==> config.mk <==
export PLATFORM = sky130hd
export DESIGN_NAME = spd_eeprom_slave
export DESIGN_NICKNAME = d
export VERILOG_FILES = /design/src/pkg/spd_pkg.sv /design/src/hdl/spd_sync.sv /design/src/hdl/spd_mem.sv /design/src/hdl/spd_eeprom_slave.sv
export VERILOG_INCLUDE_DIRS = /design/src /design/src/pkg
export SDC_FILE = /design/constraint.sdc
export NUM_CORES = 2
export LEC_CHECK = 0
export BUFFER_PORTS_ARGS = -buffer_cell sky130_fd_sc_hd__buf_2
export CORE_MARGIN = 1.5
export CORE_UTILIZATION = 30
export DETAILED_ROUTE_END_ITERATION = 6
export REMOVE_ABC_BUFFERS = 1
export SLEW_MARGIN = 20
export SYNTH_ARGS = -nofsm -noshare
export SYNTH_HDL_FRONTEND = slang
export SYNTH_HIERARCHICAL = 1
export SYNTH_SLANG_ARGS = --single-unit
==> constraint.sdc <==
create_clock -name clock -period 7.1 [get_ports clock]
set_input_delay 0.355 -clock clock [delete_from_list [all_inputs] [get_ports clock]]
set_output_delay 0.355 -clock clock [all_outputs]
set_load 0.02 [all_outputs]
==> src/pkg/spd_defines.svh <==
// Constants for the presence-detect EEPROM two-wire slave.
`ifndef SPD_DEFINES_SVH
`define SPD_DEFINES_SVH

// ----------------------------------------
// Select code and byte framing
// ----------------------------------------
`define SPD_SEL_MEM 4'hA
`define SPD_SEL_PROT 4'h6
`define SPD_BITS_PER_BYTE 4'h8
`define SPD_PAGE_BITS 4

// ----------------------------------------
// Timing
// ----------------------------------------
`define SPD_PROG_TIME_MS 10
`define SPD_CLK_KHZ 10000

// ----------------------------------------
// Register map and reset values
// ----------------------------------------
`define SPD_REG_CTRL 8'h00
`define SPD_REG_STATUS 8'h04
`define SPD_REG_MADDR 8'h08
`define SPD_REG_MDATA 8'h0C
`define SPD_REG_PROT 8'h10
`define SPD_CTRL_EN_RESET 1'b1
`define SPD_PROT_RESET 8'h00
`define SPD_SYNC_RESET 6'h3F

`endif

==> src/pkg/spd_pkg.sv <==
// Types shared by the presence-detect EEPROM slave.
package spd_pkg;

  typedef enum logic [3:0] {
    ST_IDLE,
    ST_DEVSEL,
    ST_DEVACK,
    ST_WADDR,
    ST_WADDRACK,
    ST_WDATA,
    ST_WDATAACK,
    ST_RDATA,
    ST_RACK,
    ST_WAITSTOP
  } spd_state_t;

endpackage : spd_pkg

==> src/hdl/spd_sync.sv <==
// Two-flop synchroniser for the pin inputs.
`timescale 1ns/1ps
module spd_sync #(
  parameter int WIDTH = 6,
  parameter logic [WIDTH-1:0] RESET_VAL = '1
) (
  // Clock and reset
  input wire logic clock,
  input wire logic srst,
  // Data
  input wire logic [WIDTH-1:0] async_in,
  output logic [WIDTH-1:0] sync_out
);

  logic [WIDTH-1:0] meta_q;
  logic [WIDTH-1:0] sync_q;

  // The first stage feeds only the second stage, never logic.
  for (genvar i = 0; i < WIDTH; i++) begin : g_bit
    always_ff @(posedge clock) begin
      if (srst) begin
        meta_q[i] <= RESET_VAL[i];
        sync_q[i] <= RESET_VAL[i];
      end else begin
        meta_q[i] <= async_in[i];
        sync_q[i] <= meta_q[i];
      end
    end
  end

  assign sync_out = sync_q;

endmodule : spd_sync

==> src/hdl/spd_mem.sv <==
// Byte array with one write port and two registered read ports.
`timescale 1ns/1ps
module spd_mem #(
  parameter int AW = 8,
  parameter int DW = 8
) (
  // Clock
  input wire logic clock,
  // Write port
  input wire logic we,
  input wire logic [AW-1:0] waddr,
  input wire logic [DW-1:0] wdata,
  // Read ports
  input wire logic [AW-1:0] raddr_a,
  output logic [DW-1:0] rdata_a,
  input wire logic [AW-1:0] raddr_b,
  output logic [DW-1:0] rdata_b
);

  logic [DW-1:0] mem [2**AW];
  logic [DW-1:0] rdata_a_q;
  logic [DW-1:0] rdata_b_q;

  always_ff @(posedge clock) begin
    if (we) begin
      mem[waddr] <= wdata;
    end
    rdata_a_q <= mem[raddr_a];
    rdata_b_q <= mem[raddr_b];
  end

  assign rdata_a = rdata_a_q;
  assign rdata_b = rdata_b_q;

endmodule : spd_mem

==> src/hdl/spd_eeprom_slave.sv <==
// Two-wire presence-detect EEPROM slave with a register port.
`timescale 1ns/1ps
`include "spd_defines.svh"

module spd_eeprom_slave #(
  parameter int AW = 8,
  parameter int PROG_CYCLES = `SPD_PROG_TIME_MS * `SPD_CLK_KHZ
) (
  // Clock and reset
  input wire logic clock,
  input wire logic srst,
  // Register port
  input wire logic [7:0] reg_addr,
  input wire logic [31:0] reg_wdata,
  input wire logic reg_we,
  input wire logic reg_re,
  output logic [31:0] reg_rdata,
  // Two-wire bus pins
  input wire logic scl_in,
  input wire logic sda_in,
  output logic sda_out,
  output logic sda_oe,
  // Straps and write control
  input wire logic write_control_pin,
  input wire logic strap_addr_bit2,
  input wire logic strap_addr_bit1,
  input wire logic strap_addr_bit0
);

  localparam int BW = $clog2(PROG_CYCLES + 1);
  localparam int PB = `SPD_PAGE_BITS;

  if (PROG_CYCLES < 1 || AW != 8) begin : g_bad_param
    $error("spd_eeprom_slave: unsupported parameter values");
  end

  // ----------------------------------------
  // Pin synchronisers
  // ----------------------------------------
  logic [5:0] pins_s;
  logic scl_s;
  logic sda_s;
  logic wc_s;
  logic [2:0] strap_s;

  spd_sync #(.WIDTH(6), .RESET_VAL(`SPD_SYNC_RESET)) u_sync (
    .clock(clock),
    .srst(srst),
    .async_in({write_control_pin, strap_addr_bit2, strap_addr_bit1, strap_addr_bit0, sda_in, scl_in}),
    .sync_out(pins_s)
  );

  assign scl_s = pins_s[0];
  assign sda_s = pins_s[1];
  assign strap_s = pins_s[4:2];
  assign wc_s = pins_s[5];

  // ----------------------------------------
  // Link state
  // ----------------------------------------
  spd_pkg::spd_state_t state_q, state_d;
  logic scl_p_q, scl_p_d;
  logic sda_p_q, sda_p_d;
  logic [3:0] cnt_q, cnt_d;
  logic [7:0] shr_q, shr_d;
  logic [7:0] tx_q, tx_d;
  logic oe_q, oe_d;
  logic [AW-1:0] addr_q, addr_d;
  logic rd_q, rd_d;
  logic prot_sel_q, prot_sel_d;
  logic wrote_q, wrote_d;
  logic acked_q, acked_d;
  logic [BW-1:0] busy_q, busy_d;
  logic [7:0] prot_q, prot_d;

  // Register-side state.
  logic en_q, en_d;
  logic [AW-1:0] maddr_q, maddr_d;
  logic [31:0] rdata_q, rdata_d;

  logic scl_rise_w;
  logic scl_fall_w;
  logic start_w;
  logic stop_w;
  logic match_w;
  logic byte_end_w;
  logic i2c_we_w;
  logic bus_we_w;
  logic [7:0] mem_rd_bus;
  logic [7:0] mem_rd_link;
  logic [7:0] rbyte_w;

  assign scl_rise_w = scl_s & ~scl_p_q;
  assign scl_fall_w = ~scl_s & scl_p_q;
  assign start_w = scl_s & scl_p_q & sda_p_q & ~sda_s;
  assign stop_w = scl_s & scl_p_q & ~sda_p_q & sda_s;
  assign match_w = (shr_q[7:4] == `SPD_SEL_MEM || shr_q[7:4] == `SPD_SEL_PROT) && shr_q[3:1] == strap_s;
  assign byte_end_w = scl_fall_w && cnt_q == `SPD_BITS_PER_BYTE;
  assign rbyte_w = prot_sel_q ? prot_q : mem_rd_link;

  // ----------------------------------------
  // Link next state
  // ----------------------------------------
  always_comb begin
    state_d = state_q;
    scl_p_d = scl_s;
    sda_p_d = sda_s;
    cnt_d = cnt_q;
    shr_d = shr_q;
    tx_d = tx_q;
    oe_d = oe_q;
    addr_d = addr_q;
    rd_d = rd_q;
    prot_sel_d = prot_sel_q;
    wrote_d = wrote_q;
    acked_d = acked_q;
    prot_d = prot_q;
    i2c_we_w = 1'b0;
    busy_d = (busy_q != '0) ? busy_q - 1'b1 : busy_q;
    if (stop_w) begin
      state_d = spd_pkg::ST_IDLE;
      oe_d = 1'b0;
      if (wrote_q) begin
        busy_d = BW'(PROG_CYCLES);
        wrote_d = 1'b0;
      end
    end else if (start_w) begin
      if (busy_q == '0 && en_q) begin
        state_d = spd_pkg::ST_DEVSEL;
      end else begin
        state_d = spd_pkg::ST_IDLE;
      end
      cnt_d = 4'h0;
      oe_d = 1'b0;
    end else begin
      case (state_q)
        spd_pkg::ST_DEVSEL, spd_pkg::ST_WADDR, spd_pkg::ST_WDATA: begin
          if (scl_rise_w) begin
            shr_d = {shr_q[6:0], sda_s};
            cnt_d = cnt_q + 4'h1;
          end
          if (byte_end_w) begin
            cnt_d = 4'h0;
            if (state_q == spd_pkg::ST_DEVSEL) begin
              if (match_w) begin
                rd_d = shr_q[0];
                prot_sel_d = shr_q[7:4] == `SPD_SEL_PROT;
                oe_d = 1'b1;
                state_d = spd_pkg::ST_DEVACK;
              end else begin
                state_d = spd_pkg::ST_IDLE;
              end
            end else if (state_q == spd_pkg::ST_WADDR) begin
              addr_d = shr_q;
              oe_d = 1'b1;
              state_d = spd_pkg::ST_WADDRACK;
            end else begin
              oe_d = 1'b1;
              state_d = spd_pkg::ST_WDATAACK;
              if (!wc_s) begin
                wrote_d = 1'b1;
                if (prot_sel_q) begin
                  prot_d = shr_q;
                end else begin
                  i2c_we_w = 1'b1;
                  addr_d = {addr_q[AW-1:PB], addr_q[PB-1:0] + 1'b1};
                end
              end
            end
          end
        end
        spd_pkg::ST_DEVACK, spd_pkg::ST_WADDRACK, spd_pkg::ST_WDATAACK: begin
          if (scl_fall_w) begin
            oe_d = 1'b0;
            if (state_q == spd_pkg::ST_DEVACK && rd_q) begin
              tx_d = rbyte_w;
              oe_d = ~rbyte_w[7];
              state_d = spd_pkg::ST_RDATA;
            end else if (state_q == spd_pkg::ST_DEVACK && !prot_sel_q) begin
              state_d = spd_pkg::ST_WADDR;
            end else begin
              state_d = spd_pkg::ST_WDATA;
            end
          end
        end
        spd_pkg::ST_RDATA: begin
          if (scl_rise_w) begin
            cnt_d = cnt_q + 4'h1;
          end
          if (byte_end_w) begin
            cnt_d = 4'h0;
            oe_d = 1'b0;
            acked_d = 1'b0;
            state_d = spd_pkg::ST_RACK;
          end else if (scl_fall_w) begin
            // drive next bit while clock low
            tx_d = {tx_q[6:0], 1'b1};
            oe_d = ~tx_q[6];
          end
        end
        spd_pkg::ST_RACK: begin
          if (scl_rise_w) begin
            if (!sda_s) begin
              acked_d = 1'b1;
              if (!prot_sel_q) begin
                addr_d = addr_q + 1'b1;
              end
            end else begin
              state_d = spd_pkg::ST_WAITSTOP;
            end
          end
          if (scl_fall_w && acked_q) begin
            tx_d = rbyte_w;
            oe_d = ~rbyte_w[7];
            state_d = spd_pkg::ST_RDATA;
          end
        end
        default: begin
        end
      endcase
    end
  end

  always_ff @(posedge clock) begin
    if (srst) begin
      state_q <= spd_pkg::ST_IDLE;
      scl_p_q <= 1'b1;
      sda_p_q <= 1'b1;
      cnt_q <= 4'h0;
      shr_q <= 8'h00;
      tx_q <= 8'hFF;
      oe_q <= 1'b0;
      addr_q <= '0;
      rd_q <= 1'b0;
      prot_sel_q <= 1'b0;
      wrote_q <= 1'b0;
      acked_q <= 1'b0;
      busy_q <= '0;
      prot_q <= `SPD_PROT_RESET;
    end else begin
      state_q <= state_d;
      scl_p_q <= scl_p_d;
      sda_p_q <= sda_p_d;
      cnt_q <= cnt_d;
      shr_q <= shr_d;
      tx_q <= tx_d;
      oe_q <= oe_d;
      addr_q <= addr_d;
      rd_q <= rd_d;
      prot_sel_q <= prot_sel_d;
      wrote_q <= wrote_d;
      acked_q <= acked_d;
      busy_q <= busy_d;
      prot_q <= prot_d;
    end
  end

  // ----------------------------------------
  // Register port
  // ----------------------------------------
  // A bus write to the array loses to a link write in the same cycle; both are rare.
  assign bus_we_w = reg_we && reg_addr == `SPD_REG_MDATA && !i2c_we_w;

  always_comb begin
    en_d = en_q;
    maddr_d = maddr_q;
    rdata_d = 32'h0000_0000;
    if (reg_we) begin
      if (reg_addr == `SPD_REG_CTRL) begin
        en_d = reg_wdata[0];
      end else if (reg_addr == `SPD_REG_MADDR) begin
        maddr_d = reg_wdata[AW-1:0];
      end else if (reg_addr == `SPD_REG_MDATA) begin
        maddr_d = maddr_q + 1'b1;
      end
    end
    if (reg_re) begin
      if (reg_addr == `SPD_REG_CTRL) begin
        rdata_d = {31'h0, en_q};
      end else if (reg_addr == `SPD_REG_STATUS) begin
        rdata_d = {16'h0, addr_q, 5'h0, prot_sel_q, state_q != spd_pkg::ST_IDLE, busy_q != '0};
      end else if (reg_addr == `SPD_REG_MADDR) begin
        rdata_d = {24'h0, maddr_q};
      end else if (reg_addr == `SPD_REG_MDATA) begin
        rdata_d = {24'h0, mem_rd_bus};
      end else if (reg_addr == `SPD_REG_PROT) begin
        rdata_d = {24'h0, prot_q};
      end else begin
        rdata_d = 32'h0000_0000;
      end
    end
  end

  always_ff @(posedge clock) begin
    if (srst) begin
      en_q <= `SPD_CTRL_EN_RESET;
      maddr_q <= '0;
      rdata_q <= 32'h0000_0000;
    end else begin
      en_q <= en_d;
      maddr_q <= maddr_d;
      rdata_q <= rdata_d;
    end
  end

  // Next address feeds the bus port so a read right after setting it is current.
  spd_mem #(.AW(AW), .DW(8)) u_mem (
    .clock(clock),
    .we(i2c_we_w | bus_we_w),
    .waddr(i2c_we_w ? addr_q : maddr_q),
    .wdata(i2c_we_w ? shr_q : reg_wdata[7:0]),
    .raddr_a(maddr_d),
    .rdata_a(mem_rd_bus),
    .raddr_b(addr_q),
    .rdata_b(mem_rd_link)
  );

  assign reg_rdata = rdata_q;
  assign sda_oe = oe_q;
  assign sda_out = 1'b0;
endmodule : spd_eeprom_slave

Yosys cells after proc, flatten, opt, wreduce, memory -nomap -nowiden
Memory sizes are Yosys's and may differ from the RTL's. A register that Yosys moved wholly into a read port is not among the register bits.
Index checks and enable logic that the tools add are counted.
{"block": "totals", "reg_bits": 116, "mem_bits_rw": 2048, "inputBits": 50, "output_inout_bits": 34, "elab_cells": 210, "mem_count": 1}
{"block": "classes", "addsub": 5, "eq_ne": 37, "muxes": 71, "n_bitwise": 20, "n_reduce_logical": 43}
{"name": "u_mem.mem", "depth": 256, "word_bits": 8, "read_ports": 2, "rd_clocked_by_memory_dff": 2, "write_ports": 1, "line_no": "spd_mem.sv:20", "text": "logic [DW-1:0] mem [2**AW];"}
{"operator": "2-to-1 mux 8 bit", "n": 16}
{"operator": "2-to-1 mux 4 bit", "n": 14}
{"operator": "2-to-1 mux 17 bit", "n": 3}
{"operator": "2-to-1 mux 7 bit", "n": 5}
{"operator": "AND reduction 6 bit", "n": 5}
{"operator": "!= test 2 bit (second input constant)", "n": 12}
{"operator": "2-to-1 mux 1 bit", "n": 23}
{"operator": "!= test 3 bit (second input constant)", "n": 7}
{"operator": "one-hot mux 7 bit (3 select lines)", "n": 1}
{"operator": "== test 4 x 3 -> 1 bit (second input constant)", "n": 5}
{"operator": "logical NOT 17 bit", "n": 1}
{"operator": "nonzero test 17 bit", "n": 1}
{"operator": "subtractor 17 x 1 -> 17 bit (second input constant)", "n": 1}
{"operator": "adder 8 x 1 -> 8 bit (second input constant)", "n": 2}
{"operator": "== test 8 x 4 -> 1 bit (second input constant)", "n": 2}
{"operator": "2-to-1 mux 16 bit", "n": 1}
{"operator": "one-hot mux 4 bit (4 select lines)", "n": 1}
{"operator": "one-hot mux 8 bit (2 select lines)", "n": 1}
{"operator": "AND reduction 8 bit", "n": 2}
{"operator": "== test 4 bit (second input constant)", "n": 3}
{"operator": "NOT 1 bit", "n": 12}
{"operator": "OR reduction 3 bit", "n": 4}
{"operator": "AND reduction 10 bit", "n": 1}
{"operator": "AND reduction 9 bit", "n": 1}
{"operator": "other kinds (28)", "n": 52}

Depth between registers and ports, before layout
{"block": "logic_depth", "depth_word": 13, "mapped_depth": 16, "depth_no_buf": 11}

Modules after synthesis
Netlist, hierarchy kept.
{"mod": "spd_mem", "instances": 1, "cells_per_inst": 4847, "area_each_um2": 96973.0}
{"mod": "spd_eeprom_slave", "instances": 1, "cells_per_inst": 596, "area_each_um2": 5175.0}
{"mod": "spd_sync", "instances": 1, "cells_per_inst": 25, "area_each_um2": 320.3}

Worst setup path after synthesis
No wires, ideal clock.
{"block": "synth_path", "path_kind": "register to register", "start": "register state_q[0]", "end": "memory u_mem.mem[0][0] (data pin)", "setup_ns": 0.813, "arrival_time_ns": 4.548, "required_ns": 6.287, "slack_ns": 1.739, "stages_incl_launch_ff": 9, "synth_period_minus_slack_ns": 5.361, "path_cell_list": "dfxtp_1 > buf_4 > buf_4 > nand2_1 > nor4_1 > nand2_1 > nor2_2 > buf_4 > mux2_1"}
{"block": "synth_via", "elab_chain_cells": 8}
{"item": "start, declared", "line_no": "spd_eeprom_slave.sv:61", "text": "spd_pkg::spd_state_t state_q, state_d;"}
{"item": "start signal, assigned", "line_no": "spd_eeprom_slave.sv:226", "text": "state_q <= spd_pkg::ST_IDLE;"}
{"item": "start signal, assigned", "line_no": "spd_eeprom_slave.sv:241", "text": "state_q <= state_d;"}
{"item": "== test 4 x 2 -> 1 bit", "line_no": "spd_eeprom_slave.sv:136, spd_eeprom_slave.sv:153"}
{"item": "2-to-1 mux 1 bit", "line_no": "spd_eeprom_slave.sv:153", "text": "end else if (state_q == spd_pkg::ST_WADDR) begin"}
{"item": "2-to-1 mux 1 bit", "line_no": "spd_eeprom_slave.sv:144", "text": "if (state_q == spd_pkg::ST_DEVSEL) begin"}
{"item": "2-to-1 mux 1 bit", "line_no": "spd_eeprom_slave.sv:142", "text": "if (byte_end_w) begin"}
{"item": "2-to-1 mux 1 bit (*)", "line_no": "spd_eeprom_slave.sv:136", "text": "case (state_q)"}
{"item": "2-to-1 mux 1 bit (*)", "line_no": "spd_eeprom_slave.sv:127", "text": "end else if (start_w) begin"}
{"item": "2-to-1 mux 1 bit (*)", "line_no": "spd_eeprom_slave.sv:120", "text": "if (stop_w) begin"}
{"item": "2-to-1 mux 8 bit (*)", "line_no": "spd_eeprom_slave.sv:311", "text": ".wdata(i2c_we_w ? shr_q : reg_wdata[7:0]),"}
{"item": "end, declared", "line_no": "spd_mem.sv:20"}
Every way passes the cells marked *; elsewhere a longest branch is shown, timed or not.

Final worst setup path
{"block": "layout_path", "start": "register state_q[0]", "end": "memory u_mem.mem[89][2], enable pin"}
{"block": "layout_via", "elab_chain_cells": 12}
{"item": "== test 4 x 2 -> 1 bit", "line_no": "spd_eeprom_slave.sv:136, spd_eeprom_slave.sv:153"}
{"item": "2-to-1 mux 1 bit", "line_no": "spd_eeprom_slave.sv:153"}
{"item": "2-to-1 mux 1 bit", "line_no": "spd_eeprom_slave.sv:144"}
{"item": "2-to-1 mux 1 bit", "line_no": "spd_eeprom_slave.sv:142"}
{"item": "2-to-1 mux 1 bit (*)", "line_no": "spd_eeprom_slave.sv:136"}
{"item": "2-to-1 mux 1 bit (*)", "line_no": "spd_eeprom_slave.sv:127"}
{"item": "2-to-1 mux 1 bit (*)", "line_no": "spd_eeprom_slave.sv:120"}
{"item": "logical NOT 1 bit", "line_no": "spd_eeprom_slave.sv:262", "text": "assign bus_we_w = reg_we && reg_addr == `SPD_REG_MDATA && !i2c_we_w;"}
{"item": "logical AND 1 bit", "line_no": "spd_eeprom_slave.sv:262"}
{"item": "bitwise OR 1 bit", "line_no": "spd_eeprom_slave.sv:309", "text": ".we(i2c_we_w | bus_we_w),"}
{"item": "2-to-1 mux 1 bit", "line_no": "spd_mem.sv:25", "text": "if (we) begin"}
{"item": "2-to-1 mux 1 bit (implied by the code)", "line_no": "spd_mem.sv:26", "text": "mem[waddr] <= wdata;"}
Marks and branches as above.

==> flow_summary.toml <==
[timing]
fin_tns_setup_ns = 0
max_freq_mhz = 163
relSlewSlack = 0.160
fin_crit_sh = 0.862
tightest_slew_ns = 1.26
hold_viol = 0
slew_viol_final = 0
finalCriticalPeriod_ns = 6.12
rsz0062_at_grt = "false"
fin_skew_ns = 0.0788
finalSetupViolCount = 0

[setup_path]
cp-start-kind = "register"
required_ns = 7.61
end_kind = "register"
cp_max_fo = 17
cp.arrival_ns = 6.64
worstSetupPathType = "register to register"

[clocking]
cts_resized = 0
cts_tree = "done"
numCtsBuffers = 223
htreeDepth = 4
clk_pin_slew_ns = 0.06
cts_buffer_depth = 3
cts-root-buf = "clkbuf_16"
clock_sinks = 2164
insertion_delay_ns = 0.89

[final_layout]
design_area_um2 = 116000
final_util = 0.340
area_growth_pct = 12.8
final_nets = 5622
instances_no_fill = 10300
drive_gt1_frac = 0.313

[floorplan]
fp.dieArea_um2 = 345000
core_area_um2 = 340000
row_count = 214
die_x_um = 587
die_h_um = 587
io_pins = 84
initial_core_util = 0.302

[synth]
syn_avg_cell_area_um2 = 18.7
yosys.area.top_type = "edfxtp_1"
yosys.area_share.simple = 0.0401
synth-adder-area-share = 0.000733
synth_seq_cells = 2164
synth_cells = 5468
synth_top_family_by_area = "multiplexers"
async_flop_share = 0
synth_compound_gate_area_share = 0.0421
synth.area.top_cells = "edfxtp_1 (60%), mux4_2 (23%), mux2i_1 (2.6%)"
yosysSeqAreaShare = 0.623
synth.top_cell.area_share = 0.600
synth_ff_type = "edfxtp_1"
synth_xor_area_frac = 0.00154
synth_edf_count = 2048
synth_cell_types = 103
synthMuxAreaShare = 0.264
syn-cell-area_um2 = 102000
synth.yosys.warnings = 6

[global_routing]
grt_pass1_vias = 59100
antenna_found_initial = 27
grt_start_max_net_pins = 201
gr-total-overflow = 0
grt_pass1_wl_um = 457000
grtUsageTotal = 0.184

[status]
violations = "DRC"
status = "finished, violations left"

[routing]
vias_per_cell = 5.75
drt_iter0_markers = 8088
antenna_left = 0
num_vias = 59400
dr.pass1.iters = 7
routed_wl_um = 325000
wl_per_cell_um = 31.6
drc_errors = 18

[place]
gp_congestion = 0.932
hpwlAfterDp_um = 208000
io_buffers = 42
placement.cell_area_um2 = 108000
dp.cells = 9862

[pwr]
power.leakage_nw = 33.6
power_density_nw_per_um2 = 240
peakVddDrop_v = 0.000254

[worst_hold_path]
hold_path_class = "input pin to register"

[flow_run]
maxCapViolCount = 0
==> cells in the mapped netlist, types with 23 or more instances <==
cell         n
nand2_1    159
a22oi_1     71
dfxtp_1    116
mux2_2      49
o21ai_0     58
edfxtp_1  2048
nor2_1     353
buf_6       44
nand3_1     67
o211ai_1    23
buf_4       65
nor2b_1     35
a22o_1      23
a21oi_1    111
mux4_2    1051
mux2i_1    268
a221oi_1    32
buf_1       27
nor3_1      28
o22ai_1     52
clkbuf_1   157
buf_2      111
o221ai_1    65
a211oi_1    35
and2_1      33
buf_8       35
==> through the flow <==
stage	hold slack [ns]	setup slack, ns	power, W
after CTS	0.0804	1.21	0.0279
after global placement	0.393	1.36	0.0162
after global routing	0.155	0.822	0.0285
final	0.159	0.978	0.0278
after detailed placement	0.399	1.26	0.0162
after floorplan	0.383	-81.00	0.0166
==> power breakdown <==
group / internal [W] / switching [W] / leakage [nW]
clock: 0.00668 / 0.00513 / 3.54
combinational: 0.000776 / 0.00109 / 10.7
sequential: 0.0140 / 0.0000920 / 19.3
total: 0.0215 / 0.00631 / 33.6
==> layout by cell type, fill, tap and decap left out, types with 35 or more instances in the layout <==
| master | count |
|---|---|
| clkbuf_16 | 224 |
| clkbuf_1 | 53 |
| a211oi_1 | 35 |
| nor2_1 | 339 |
| buf_4 | 222 |
| edfxtp_1 | 2048 |
| nand3_1 | 67 |
| clkinv_1 | 44 |
| o22ai_1 | 52 |
| mux2_2 | 48 |
| o221ai_1 | 65 |
| mux4_2 | 1051 |
| a22oi_1 | 71 |
| mux2i_1 | 268 |
| clkinv_2 | 42 |
| dfxtp_1 | 110 |
| buf_2 | 42 |
| nand2_1 | 158 |
| a21oi_1 | 111 |
| o21ai_0 | 56 |
==> kinds of logic (layout without fill, tap and decap cells) <==
| family | after synthesis | count (layout) |
|---|---|---|
| other cells | 1 | 43 |
| flops | 2164 | 2164 |
| compound gates | 597 | 597 |
| mux | 1378 | 1378 |
| simple gates | 841 | 841 |
| buf+inv | 463 | 733 |
| fa+ha+maj | 6 | 6 |
| xor+xnor | 18 | 18 |
==> layer usage <==
| layer | part of all wire | track usage |
|---|---|---|
| met1 | 0.38 | 0.244 |
| met2 | 0.47 | 0.289 |
| met3 | 0.10 | 0.0405 |
| met4 | 0.048 | 0.0847 |
| met5 | 0.000098 | 0 |
==> worst paths after layout <==
check              startpoint            endpoint  slack (ns)  cells past startpoint
max reg2reg        state_q[0]    u_mem/mem[89][2]        0.98                      9
max                state_q[0]    u_mem/mem[89][2]        0.98                      9
min reg2reg  u_sync/meta_q[0]  u_sync/sync_out[0]        0.41                      1
min                    reg_we          maddr_q[7]        0.16                      3
==> final cells by class <==
class | instances | area [µm²]
Multi-Input combinational cell | 2857 | 36000
Tap cell | 4536 | 5680
Fill cell | 31800 | 224000
Inverter | 15 | 60.1
Timing Repair Buffer | 305 | 2650
Clock buffer | 280 | 5850
Clock inverter | 133 | 1460
Antenna cell | 26 | 65.1
Sequential cell | 2164 | 63800
==> critical path, stage by stage, from the launching register on <==
cell and delay, ns:
dfxtp_1 0.75, nand2_1 0.15, nor4_1 0.47, nand2_1 0.37, nor2_2 0.59, mux2_2 0.52
nor2b_1 0.57, nand3_1 0.94, buf_4 0.53, nor2_1 0.84
==> registers in the layout (all words and copies together) (netlist names), 6 cells and up <==
name             count
addr_q               8
busy_q              17
maddr_q              8
prot_q               8
reg_rdata           16
shr_q                8
tx_q                 7
u_mem/mem         2048
u_mem/rdata_a        8
u_mem/rdata_b        8
u_sync/meta_q        6
u_sync/sync_out      6
==> timing repair <==
| action | CTS | global route |
|---|---|---|
| buffers inserted | 0 | 0 |
| hold buffers | 10 | 0 |
| hold endpoints to repair | 17 | 0 |
Note: power is estimated with default switching activity, not from simulation.
